===== src/tsr_pkg.sv =====
/*
 * package for the per-thread-context status register bank: software
 * offsets, field positions, reset values and values loaded on a spawn.
 * assumes: one context per instance, 32-bit register port, 4-bit address.
 */
`default_nettype none

package tsr_pkg;

    // register offsets on the plain software port (byte addresses)
    localparam logic [3:0] TSR_OFS_TCS     = 4'h0;  // thread_context_status
    localparam logic [3:0] TSR_OFS_STATUS  = 4'h4;  // global status view
    localparam logic [3:0] TSR_OFS_TLB_ENTRY_HIGH = 4'h8;  // tlb_entry_high view
    localparam logic [3:0] TSR_OFS_RESTART = 4'hC;  // thread_restart_addr

    // thread_context_status field positions
    localparam int TSR_CU_HI    = 31;  // coprocessor_usable top bit
    localparam int TSR_CU_LO    = 28;  // coprocessor_usable low bit
    localparam int TSR_MX_BIT   = 27;  // media_ext_enable
    localparam int TSR_DS_BIT   = 21;  // delay_slot_halt
    localparam int TSR_DT_BIT   = 20;  // dirty_flag
    localparam int TSR_IMPL_HI  = 19;  // implementation bits, not built
    localparam int TSR_IMPL_LO  = 16;
    localparam int TSR_DA_BIT   = 15;  // dynamic_alloc_enable
    localparam int TSR_LIVE_BIT = 13;  // tc_live
    localparam int TSR_KSU_HI   = 12;  // thread_priv_mode
    localparam int TSR_KSU_LO   = 11;
    localparam int TSR_IRQ_EXEMPT_BIT = 10;  // irq_exempt
    localparam int TSR_ADDR_SPACE_ID_HI  = 7;   // thread_addr_space_id
    localparam int TSR_ADDR_SPACE_ID_LO  = 0;

    // global status view field positions
    localparam int TSR_ST_CU_HI  = 31;
    localparam int TSR_ST_CU_LO  = 28;
    localparam int TSR_ST_MX_BIT = 24;
    localparam int TSR_ST_KSU_HI = 4;
    localparam int TSR_ST_KSU_LO = 3;

    // reset values
    localparam logic        TSR_RST_DS        = 1'b0;
    localparam logic        TSR_RST_DT        = 1'b0;
    localparam logic        TSR_RST_DA        = 1'b0;
    localparam logic        TSR_RST_IRQ_EXEMPT      = 1'b0;
    localparam logic        TSR_RST_LIVE_CTX0 = 1'b1;
    localparam logic        TSR_RST_LIVE_REST = 1'b0;
    localparam logic        TSR_RST_MX        = 1'b0;
    localparam logic [3:0]  TSR_RST_CU        = 4'h0;
    localparam logic [1:0]  TSR_RST_KSU       = 2'h0;
    localparam logic [7:0]  TSR_RST_ADDR_SPACE_ID      = 8'h00;
    localparam logic [31:0] TSR_RST_RESTART   = 32'h0000_0000;

    // values forced by a successful spawn
    localparam logic TSR_SPAWN_DS   = 1'b0;
    localparam logic TSR_SPAWN_DT   = 1'b1;
    localparam logic TSR_SPAWN_LIVE = 1'b1;

    // a translation buffer exists, so the address-space id is writable
    localparam logic TSR_TLB_PRESENT = 1'b1;

endpackage

`default_nettype wire


===== src/tsr_top.sv =====
/*
 * per-thread-context status register bank with its aliased views of the
 * global status register, the tlb entry-high id field and the restart
 * address. hardware events come from the pipeline and scheduler.
 * assumes: all inputs are on clk already, one context per instance.
 */
// Chosen here: the strobed register port and the register offsets.
// What this block does
// - delay-slot halt sets flag, restart holds branch
// - other halt or restart write clears flag
// - delay flag read-only, resets zero, spawn zeroes
// - retire or spawn dispatch sets dirty flag
// - no dirty on exception, error, debug retire
// - dirty flag writable, resets zero, spawn sets
// - implementation bits ignore writes, read zero
// - spawn and release act only when enabled
// - spawn sets live, release zero clears it
// - live writable, resets one only context zero
// - thread privilege mode copied on spawn
// - interrupt-exempt flag software-only, resets zero
// - thread id mirrors entry-high id, spawn copies
// - unit, media, privilege fields shared with status
// - reserved bits read zero, writes ignored
`timescale 1ns/1ps
`default_nettype none

module tsr_top
    import tsr_pkg::*;
#(
    parameter logic [7:0] CTX_ID = 8'h00         // index of this context
) (
    input  wire logic        clk,                // 20 MHz processor clock
    input  wire logic        srst,               // synchronous reset
    input  wire logic        ce,                 // clock enable
    input  wire logic [3:0]  addr,               // register address
    input  wire logic [31:0] wdata,              // write data
    input  wire logic        wr,                 // write strobe
    input  wire logic        rd,                 // read strobe
    output logic      [31:0] rdata,              // read data, cycle after rd
    input  wire logic        halt_evt,           // context halts this cycle
    input  wire logic        halt_in_dslot,      // next to issue is a slot
    input  wire logic [31:0] halt_restart_pc,    // restart (or branch) pc
    input  wire logic        retire_evt,         // instruction retires
    input  wire logic        retire_exl,         // issued with exception_level
    input  wire logic        retire_erl,         // issued with error_level
    input  wire logic        debug_mode,         // processor in debug mode
    input  wire logic        spawn_evt,          // thread_spawn picks context
    input  wire logic [1:0]  spawn_priv_mode,    // spawner's privilege mode
    input  wire logic [7:0]  spawn_addr_space_id,         // spawner's address-space id
    input  wire logic        release_evt,        // thread_release of reg zero
    output logic             spawn_accept,       // spawn took effect
    output logic             release_accept,     // release took effect
    output logic             delay_slot_halt,    // halted before a delay slot
    output logic             dirty_flag,         // context has run
    output logic             dynamic_alloc_enable, // spawn/release allowed
    output logic             tc_live,            // context activated
    output logic      [1:0]  thread_priv_mode,   // per-context privilege
    output logic             irq_exempt,         // exempt from interrupts
    output logic      [7:0]  thread_addr_space_id, // per-context id
    output logic      [31:0] thread_restart_addr // restart address
);

    logic [3:0] cu_r;                            // coprocessor_usable
    logic       mx_r;                            // media_ext_enable
    logic       wr_tcs;                          // write to own register
    logic       wr_st;                           // write to status view
    logic       wr_eh;                           // write to entry-high view
    logic       wr_rs;                           // write to restart address
    logic       spawn_ok;                        // spawn permitted this cycle
    logic       rel_ok;                          // release permitted
    logic       retire_dirty;                    // retirement marks dirty
    logic [31:0] tcs_word;                       // composed register image
    logic [31:0] st_word;                        // composed status view
    logic [31:0] eh_word;                        // composed entry-high view
    logic [31:0] rdata_nxt;                      // read mux output

    // address decode and event qualification
    always_comb begin
        wr_tcs       = wr && (addr == TSR_OFS_TCS);
        wr_st        = wr && (addr == TSR_OFS_STATUS);
        wr_eh        = wr && (addr == TSR_OFS_TLB_ENTRY_HIGH);
        wr_rs        = wr && (addr == TSR_OFS_RESTART);
        spawn_ok     = spawn_evt && dynamic_alloc_enable;
        rel_ok       = release_evt && dynamic_alloc_enable && !spawn_evt;
        retire_dirty = retire_evt && !retire_exl && !retire_erl && !debug_mode;
    end

    // register images; reserved and implementation bits stay zero
    always_comb begin
        tcs_word                            = 32'h0000_0000;
        tcs_word[TSR_CU_HI:TSR_CU_LO]       = cu_r;
        tcs_word[TSR_MX_BIT]                = mx_r;
        tcs_word[TSR_DS_BIT]                = delay_slot_halt;
        tcs_word[TSR_DT_BIT]                = dirty_flag;
        tcs_word[TSR_DA_BIT]                = dynamic_alloc_enable;
        tcs_word[TSR_LIVE_BIT]              = tc_live;
        tcs_word[TSR_KSU_HI:TSR_KSU_LO]     = thread_priv_mode;
        tcs_word[TSR_IRQ_EXEMPT_BIT]              = irq_exempt;
        tcs_word[TSR_ADDR_SPACE_ID_HI:TSR_ADDR_SPACE_ID_LO]   = thread_addr_space_id;
        st_word                             = 32'h0000_0000;
        st_word[TSR_ST_CU_HI:TSR_ST_CU_LO]  = cu_r;
        st_word[TSR_ST_MX_BIT]              = mx_r;
        st_word[TSR_ST_KSU_HI:TSR_ST_KSU_LO] = thread_priv_mode;
        eh_word                             = 32'h0000_0000;
        eh_word[TSR_ADDR_SPACE_ID_HI:TSR_ADDR_SPACE_ID_LO]    = thread_addr_space_id;
    end

    // read mux; unmapped offsets read zero
    always_comb begin
        unique case (addr)
            TSR_OFS_TCS:     rdata_nxt = tcs_word;
            TSR_OFS_STATUS:  rdata_nxt = st_word;
            TSR_OFS_TLB_ENTRY_HIGH: rdata_nxt = eh_word;
            TSR_OFS_RESTART: rdata_nxt = thread_restart_addr;
            default:         rdata_nxt = 32'h0000_0000;
        endcase
    end

    // read data register, valid only in the cycle after rd
    always_ff @(posedge clk) begin
        if (srst) begin
            rdata <= 32'h0000_0000;
        end else if (ce) begin
            rdata <= rd ? rdata_nxt : 32'h0000_0000;
        end
    end

    // delay-slot flag and restart address
    always_ff @(posedge clk) begin
        if (srst) begin
            delay_slot_halt     <= TSR_RST_DS;
            thread_restart_addr <= TSR_RST_RESTART;
        end else if (ce) begin
            if (halt_evt) begin
                // halt has priority over a software restart write
                delay_slot_halt     <= halt_in_dslot;
                thread_restart_addr <= halt_restart_pc;
            end else if (spawn_ok) begin
                delay_slot_halt     <= TSR_SPAWN_DS;
            end else if (wr_rs) begin
                delay_slot_halt     <= 1'b0;
                thread_restart_addr <= wdata;
            end
        end
    end

    // dirty flag: hardware set wins over a software clear
    always_ff @(posedge clk) begin
        if (srst) begin
            dirty_flag <= TSR_RST_DT;
        end else if (ce) begin
            if (spawn_ok) begin
                dirty_flag <= TSR_SPAWN_DT;
            end else if (retire_dirty) begin
                dirty_flag <= 1'b1;
            end else if (wr_tcs) begin
                dirty_flag <= wdata[TSR_DT_BIT];
            end
        end
    end

    // allocation enable and interrupt exemption, software only
    always_ff @(posedge clk) begin
        if (srst) begin
            dynamic_alloc_enable <= TSR_RST_DA;
            irq_exempt           <= TSR_RST_IRQ_EXEMPT;
        end else if (ce && wr_tcs) begin
            dynamic_alloc_enable <= wdata[TSR_DA_BIT];
            irq_exempt           <= wdata[TSR_IRQ_EXEMPT_BIT];
        end
    end

    // activated flag
    always_ff @(posedge clk) begin
        if (srst) begin
            tc_live <= (CTX_ID == 8'h00) ? TSR_RST_LIVE_CTX0 : TSR_RST_LIVE_REST;
        end else if (ce) begin
            if (spawn_ok) begin
                tc_live <= TSR_SPAWN_LIVE;
            end else if (rel_ok) begin
                tc_live <= 1'b0;
            end else if (wr_tcs) begin
                tc_live <= wdata[TSR_LIVE_BIT];
            end
        end
    end

    // fields shared with the global status view
    always_ff @(posedge clk) begin
        if (srst) begin
            cu_r             <= TSR_RST_CU;
            mx_r             <= TSR_RST_MX;
            thread_priv_mode <= TSR_RST_KSU;
        end else if (ce) begin
            if (spawn_ok) begin
                thread_priv_mode <= spawn_priv_mode;
            end else if (wr_tcs) begin
                thread_priv_mode <= wdata[TSR_KSU_HI:TSR_KSU_LO];
            end else if (wr_st) begin
                thread_priv_mode <= wdata[TSR_ST_KSU_HI:TSR_ST_KSU_LO];
            end
            if (wr_tcs) begin
                cu_r <= wdata[TSR_CU_HI:TSR_CU_LO];
                mx_r <= wdata[TSR_MX_BIT];
            end else if (wr_st) begin
                cu_r <= wdata[TSR_ST_CU_HI:TSR_ST_CU_LO];
                mx_r <= wdata[TSR_ST_MX_BIT];
            end
        end
    end

    // address-space id, one flop seen through both views
    always_ff @(posedge clk) begin
        if (srst) begin
            thread_addr_space_id <= TSR_RST_ADDR_SPACE_ID;
        end else if (ce && TSR_TLB_PRESENT) begin
            if (spawn_ok) begin
                thread_addr_space_id <= spawn_addr_space_id;
            end else if (wr_tcs || wr_eh) begin
                thread_addr_space_id <= wdata[TSR_ADDR_SPACE_ID_HI:TSR_ADDR_SPACE_ID_LO];
            end
        end
    end

    // accept pulses back to the scheduler
    always_ff @(posedge clk) begin
        if (srst) begin
            spawn_accept   <= 1'b0;
            release_accept <= 1'b0;
        end else if (ce) begin
            spawn_accept   <= spawn_ok;
            release_accept <= rel_ok;
        end
    end
endmodule

`default_nettype wire

===== config.mk =====
export PLATFORM = sky130hd
export DESIGN_NAME = tsr_top
export DESIGN_NICKNAME = d
export VERILOG_FILES = /design/src/tsr_pkg.sv /design/src/tsr_top.sv
export SDC_FILE = /design/constraint.sdc
export NUM_CORES = 1
export LEC_CHECK = 0
export ABC_AREA = 0
export ABC_CLOCK_PERIOD_IN_PS = 1900
export BUFFER_PORTS_ARGS = -buffer_cell sky130_fd_sc_hd__buf_2
export CAP_MARGIN = 20
export CORE_MARGIN = 5
export CORE_UTILIZATION = 40
export DETAILED_ROUTE_END_ITERATION = 6
export GPL_ROUTABILITY_DRIVEN = 0
export HOLD_SLACK_MARGIN = 0.06
export PLACE_DENSITY = 0.68
export SYNTH_ARGS = -nofsm -noshare
export SYNTH_HDL_FRONTEND = slang
export SYNTH_SLANG_ARGS = --single-unit

===== constraint.sdc =====
create_clock -name clk -period 1.9 [get_ports clk]
set_input_delay 0.095 -clock clk [delete_from_list [all_inputs] [get_ports clk]]
set_output_delay 0.095 -clock clk [all_outputs]
set_load 0.02 [all_outputs]

# Word level (Yosys, flattened, before mapping)
# Cells that the tools add are included.
dict set report word_totals {
  out_inout_bits 81
  word_cells 71
  input_bits 91
  ff_bits 86
}
dict set report op_classes {
  n_mux 23
  n_eq_ne 4
  n_reduce_logical 31
}
# operator n
set ops {}
lappend ops {{32-bit 2-to-1 mux} 4}
lappend ops {{32-bit case mux with 4 select lines} 1}
lappend ops {{8-bit 2-to-1 mux} 2}
lappend ops {{2-bit AND reduction} 6}
lappend ops {{3-bit nonzero test} 4}
lappend ops {{1-bit logical AND} 11}
lappend ops {{1-bit 2-to-1 mux} 11}
lappend ops {{4-bit == test, second input constant} 2}
lappend ops {{4-bit 2-to-1 mux} 2}
lappend ops {{2-bit 2-to-1 mux} 3}
lappend ops {{2-bit nonzero test} 3}
lappend ops {{4-bit by 3-bit == test with 1-bit output, second input constant} 1}
lappend ops {{1-bit logical NOT} 4}
lappend ops {{4-bit logical NOT} 1}
lappend ops {{3-bit AND reduction} 1}
lappend ops {{2-bit != test, second input constant} 1}
lappend ops {{1-bit logical OR} 1}

# Longest topological paths before layout
dict set report depth {
  depth_word 6
  depth_mapped 8
  ltp_nobuf 4
}

# Worst setup path after synthesis
# No wires, ideal clock.
dict set report synth_timing {
  kind {reg-to-reg}
  from {register dynamic_alloc_enable}
  to {register thread_addr_space_id[5]}
  n_path_buf 2
  required_ps 1809
  stages_incl_launch_ff 7
  path_slack_ps 353
  arrival_ps 1456
  synth_period_minus_slack_ps 1547
  setup_ps 91
  path_cell_list {dfxtp_1 -> and2_1 -> clkbuf_1 -> o21a_2 -> buf_4 -> nor2_1 -> a311oi_1}
}
dict set report synth_via {
  elab_chain_cells 3
  word_cells_on_any_way 4
  classes_between {1 x mux; 3 x reduce/logical}
}
# item line
set synth_rtl {}
lappend synth_rtl {{start, declared} tsr_top.sv:55} ;# output logic dynamic_alloc_enable,
lappend synth_rtl {{start signal, assigned} tsr_top.sv:168} ;# dynamic_alloc_enable <= wdata[TSR_DA_BIT];
lappend synth_rtl {{1-bit logical AND *} tsr_top.sv:83} ;# spawn_ok = spawn_evt && dynamic_alloc_enable;
lappend synth_rtl {{2-bit nonzero test (no line)} n/a}
lappend synth_rtl {{2-bit AND reduction (no line)} n/a}
lappend synth_rtl {{end signal, assigned} tsr_top.sv:218} ;# thread_addr_space_id <= spawn_addr_space_id;
lappend synth_rtl {{end signal, assigned} tsr_top.sv:220} ;# thread_addr_space_id <= wdata[TSR_ADDR_SPACE_ID_HI:TSR_ADDR_SPACE_ID_LO];
lappend synth_rtl {{end, declared} tsr_top.sv:59} ;# output logic [7:0] thread_addr_space_id,
# Every way passes the cells marked *; elsewhere a longest branch is shown, timed or not.
# A chain may end at the register's enable or synchronous reset.

# Final worst setup path
dict set report layout_timing {
  from {input port srst}
  to {register rdata[31]}
}
# item line
set layout_lines {}
lappend layout_lines {{start, declared} tsr_top.sv:33} ;# input wire logic srst,
lappend layout_lines {{end signal, assigned} tsr_top.sv:124} ;# rdata <= rd ? rdata_nxt : 32'h0000_0000;
lappend layout_lines {{end, declared} tsr_top.sv:39} ;# output logic [31:0] rdata,
# No word-level cell between the ends.

==> results.sh <==
export IMPL_drc=0
export IMPL_fin_tns_setup_ps=0
export IMPL_finish_instance_area_um2=5470
export IMPL_r2r_slack_ps=370
export IMPL_arrival_ps=1840
export IMPL_crit_chain="dlygate4sd3_1, buf_4, buf_4, buf_4, nor2_1"
export IMPL_synth_top_area_cell="dfxtp_1"
export IMPL_grt_pass1_wl_um=20600
export IMPL_powerDensity_nw_per_um2=712
export IMPL_fin_crit_sh=0.849
export IMPL_dp_hpwl_um=9460
export IMPL_finalMaxSlewViolations=0
export IMPL_cts_tree="yes"
export IMPL_fin_skew_ps=9.51
export IMPL_netlist_area_um2=4060
export IMPL_coreArea_um2=9820
export IMPL_critPathBufInv=4
export IMPL_tightest_slew_ps=912
export IMPL_cts_sinks=86
export IMPL_whs_ps=114
export IMPL_synth_cell_types=44
export IMPL_synth_mux_area_frac=0.106
export IMPL_synth_top_family_by_area="compound AO/OA/AOI/OAI gates"
export IMPL_utilization=0.557
export IMPL_critPathCapture="rdata[31]$_SDFFE_PP0P_"
export IMPL_path_delay_family="buffers and inverters"
export IMPL_synthAdderAreaFrac=0
export IMPL_yosys_warnings=0
export IMPL_viasPerCell=5.10
export IMPL_top_level_ports=172
export IMPL_ctsResizeCount=0
export IMPL_rsz0062_at_grt="no"
export IMPL_drv_cap=0
export IMPL_startpoint_type="input port"
export IMPL_grt_max_degree=34
export IMPL_wl_um=12700
export IMPL_synth_compound_area_share=0.211
export IMPL_status="completed"
export IMPL_synth_edf_count=0
export IMPL_crit_start="srst"
export IMPL_drive_gt1_frac=0.429
export IMPL_antenna_left=0
export IMPL_ys_seq_area_frac=0.424
export IMPL_track_usage=0.205
export IMPL_yosys_area_share_simple=0.201
export IMPL_synth_xor_xnor_area_share=0
export IMPL_initialDrtViolationCount=238
export IMPL_netlist_instances=429
export IMPL_die_w_um=111
export IMPL_fmax_ghz=0.620
export IMPL_cp_depth=5
export IMPL_io_buffers=171
export IMPL_synthTopCellsByArea="dfxtp_1, mux2i_1, a211oi_2"
export IMPL_fin_ws_ps=287
export IMPL_required_ps=2120
export IMPL_final_min_clock_period_ps=1610
export IMPL_wl_per_cell_um=16.9
export IMPL_die_area_um2=12300
export IMPL_end_kind="flop"
export IMPL_cp_common_cell="buf_4"
export IMPL_via_count=3856
export IMPL_leakage_uw=0.00245
export IMPL_hold_viol_final=0
export IMPL_syn_nets=520
export IMPL_synth_top_cell_area_share=0.424
export IMPL_dp_slack_ps=285
export IMPL_min_path_type="in2reg"
export IMPL_overflow=0
export IMPL_clock_root_buffer="clkbuf_8"
export IMPL_die_height_um=111
export IMPL_syn_area_per_cell_um2=9.46
export IMPL_hp_start="wdata[26]"
export IMPL_grt_pass1_vias=3997
export IMPL_areaGrowthSynthToFinish_pct=34.8
export IMPL_synth_ff_type="dfxtp_1"
export IMPL_slowest_stage="dlygate4sd3_1"
export IMPL_std_cell_rows=36
export IMPL_clockBufferDepth=2
export IMPL_slew_headroom=0.390
export IMPL_cp_max_fo=30
export IMPL_clk_pin_slew_worst_paths_ps=90
export IMPL_vdd_drop_max_mv=0.449
export IMPL_r2r_start="dynamic_alloc_enable$_SDFFE_PP0P_"
export IMPL_htree_levels=3
export IMPL_cts_buffers=9
export IMPL_setup_viol=0
export IMPL_async_flop_share=0
export IMPL_insertion_delay_ps=350
export IMPL_nets=708
export IMPL_firstDrtPassIters=4
export IMPL_place_area_um2=5000
export IMPL_critical_path_class="in2reg"
export IMPL_reg2reg_to="thread_restart_addr[28]$_SDFFE_PP0P_"
export IMPL_slowest_delay_ps=530
export IMPL_start_util=0.413
export IMPL_antenna_found_initial=2
export IMPL_r2r_worst_path_cells=5
export IMPL_synth_seq_cells=86
-- power breakdown --
group	internal, uW	total (uW)	switching (uW)
clock	654	1330	678
sequential	1860	1920	57.8
combinational	284	644	360
-- how the worst min path moves through the flow --
stage,endpoint,slack [ps],cells past startpoint
after floorplan,cu_r[0]$_SDFFE_PP0P_,240,2
after global placement,cu_r[3]$_SDFFE_PP0P_,340,3
after detailed placement,cu_r[2]$_SDFFE_PP0P_,370,3
after CTS,thread_restart_addr[5]$_SDFFE_PP0P_,100,3
after global routing,thread_restart_addr[26]$_SDFFE_PP0P_,100,3
final,thread_restart_addr[26]$_SDFFE_PP0P_,110,3
-- cell type report --
type                    instances  area, um2
repair buffers                211       1250
clock inverters                 6       68.8
diodes                          1       2.50
clock buffers                  10        138
well taps                     133        166
inverters                       3       11.3
multi-input cells             306       2110
flip-flops and latches         86       1720
fillers                       941       4350
-- routing by layer --
layer,track usage,up-vias,share of wire
met1,0.239,1785,0.40
met2,0.348,138,0.50
met5,0,-,0.00055
met3,0.0529,34,0.067
met4,0.100,2,0.033
li1,-,1897,-
-- through the flow --
stage | instances | total power, uW
2_1_floorplan | 429 | 2330
3_3_place_gp | 713 | 2550
3_5_place_dp | 713 | 2560
4_1_cts | 755 | 3940
5_1_grt | 756 | 4080
6_report | 756 | 3890
-- cells in the mapped netlist, drive strengths merged (2+ instances only) --
master	n
o211ai	2
or3	2
and3	2
clkbuf	21
o21ai	18
nor3	3
nor2b	20
a211oi	34
nand2	41
a221oi	4
a311oi	8
nand2b	3
a21oi	23
nand3	7
a31oi	2
inv	3
nor2	67
mux2i	43
and2	3
and2b	3
dfxtp	86
buf	13
a22oi	8
-- worst min-delay path, delay by kind of cell --
kind                   cells  cell delay [ps]
muxes                      1              140
buffers and inverters      1               90
AOI/OAI and AO/OA          1               80
-- sequential cells by signal, summed over array words and instances (netlist names), 2 cells and up --
| name | cells |
|---|---|
| thread_addr_space_id | 8 |
| thread_priv_mode | 2 |
| cu_r | 4 |
| rdata | 32 |
| thread_restart_addr | 32 |
-- cell usage in the layout, fill, tap and decap left out, types with 2 or more instances in the layout --
cell type      instances
nand3_1                6
nand2_1               41
dfxtp_1               86
buf_2                170
a221oi_1               4
nor2b_1               20
nor2_1                39
inv_6                  2
or3_1                  2
inv_1                  3
a211oi_1               2
o21ai_0               18
nand2b_1               3
a211oi_2              32
buf_4                 13
nor3_1                 3
o211ai_1               2
a21oi_1               23
nor2_2                28
a31oi_1                2
and2_1                 3
clkbuf_8              10
dlygate4sd3_1         26
and3_1                 2
a22oi_1                8
and2b_2                2
mux2i_1               43
a311oi_1               8
buf_12                 2
-- cells by family after synthesis --
logic type	count (synthesis)
mux	43
simple gates	159
compound gates	104
flops	86
buf+inv	37
-- timing repair --
| item | 4_1_cts | 5_1_grt |
|---|---|---|
| hold buffers | 26 | 0 |
| setup endpoints to repair | 0 | 0 |
| endpoints found under the hold margin | 22 | 0 |
| setup buffers | 0 | 0 |
Note: power is estimated with default switching activity, not from simulation.
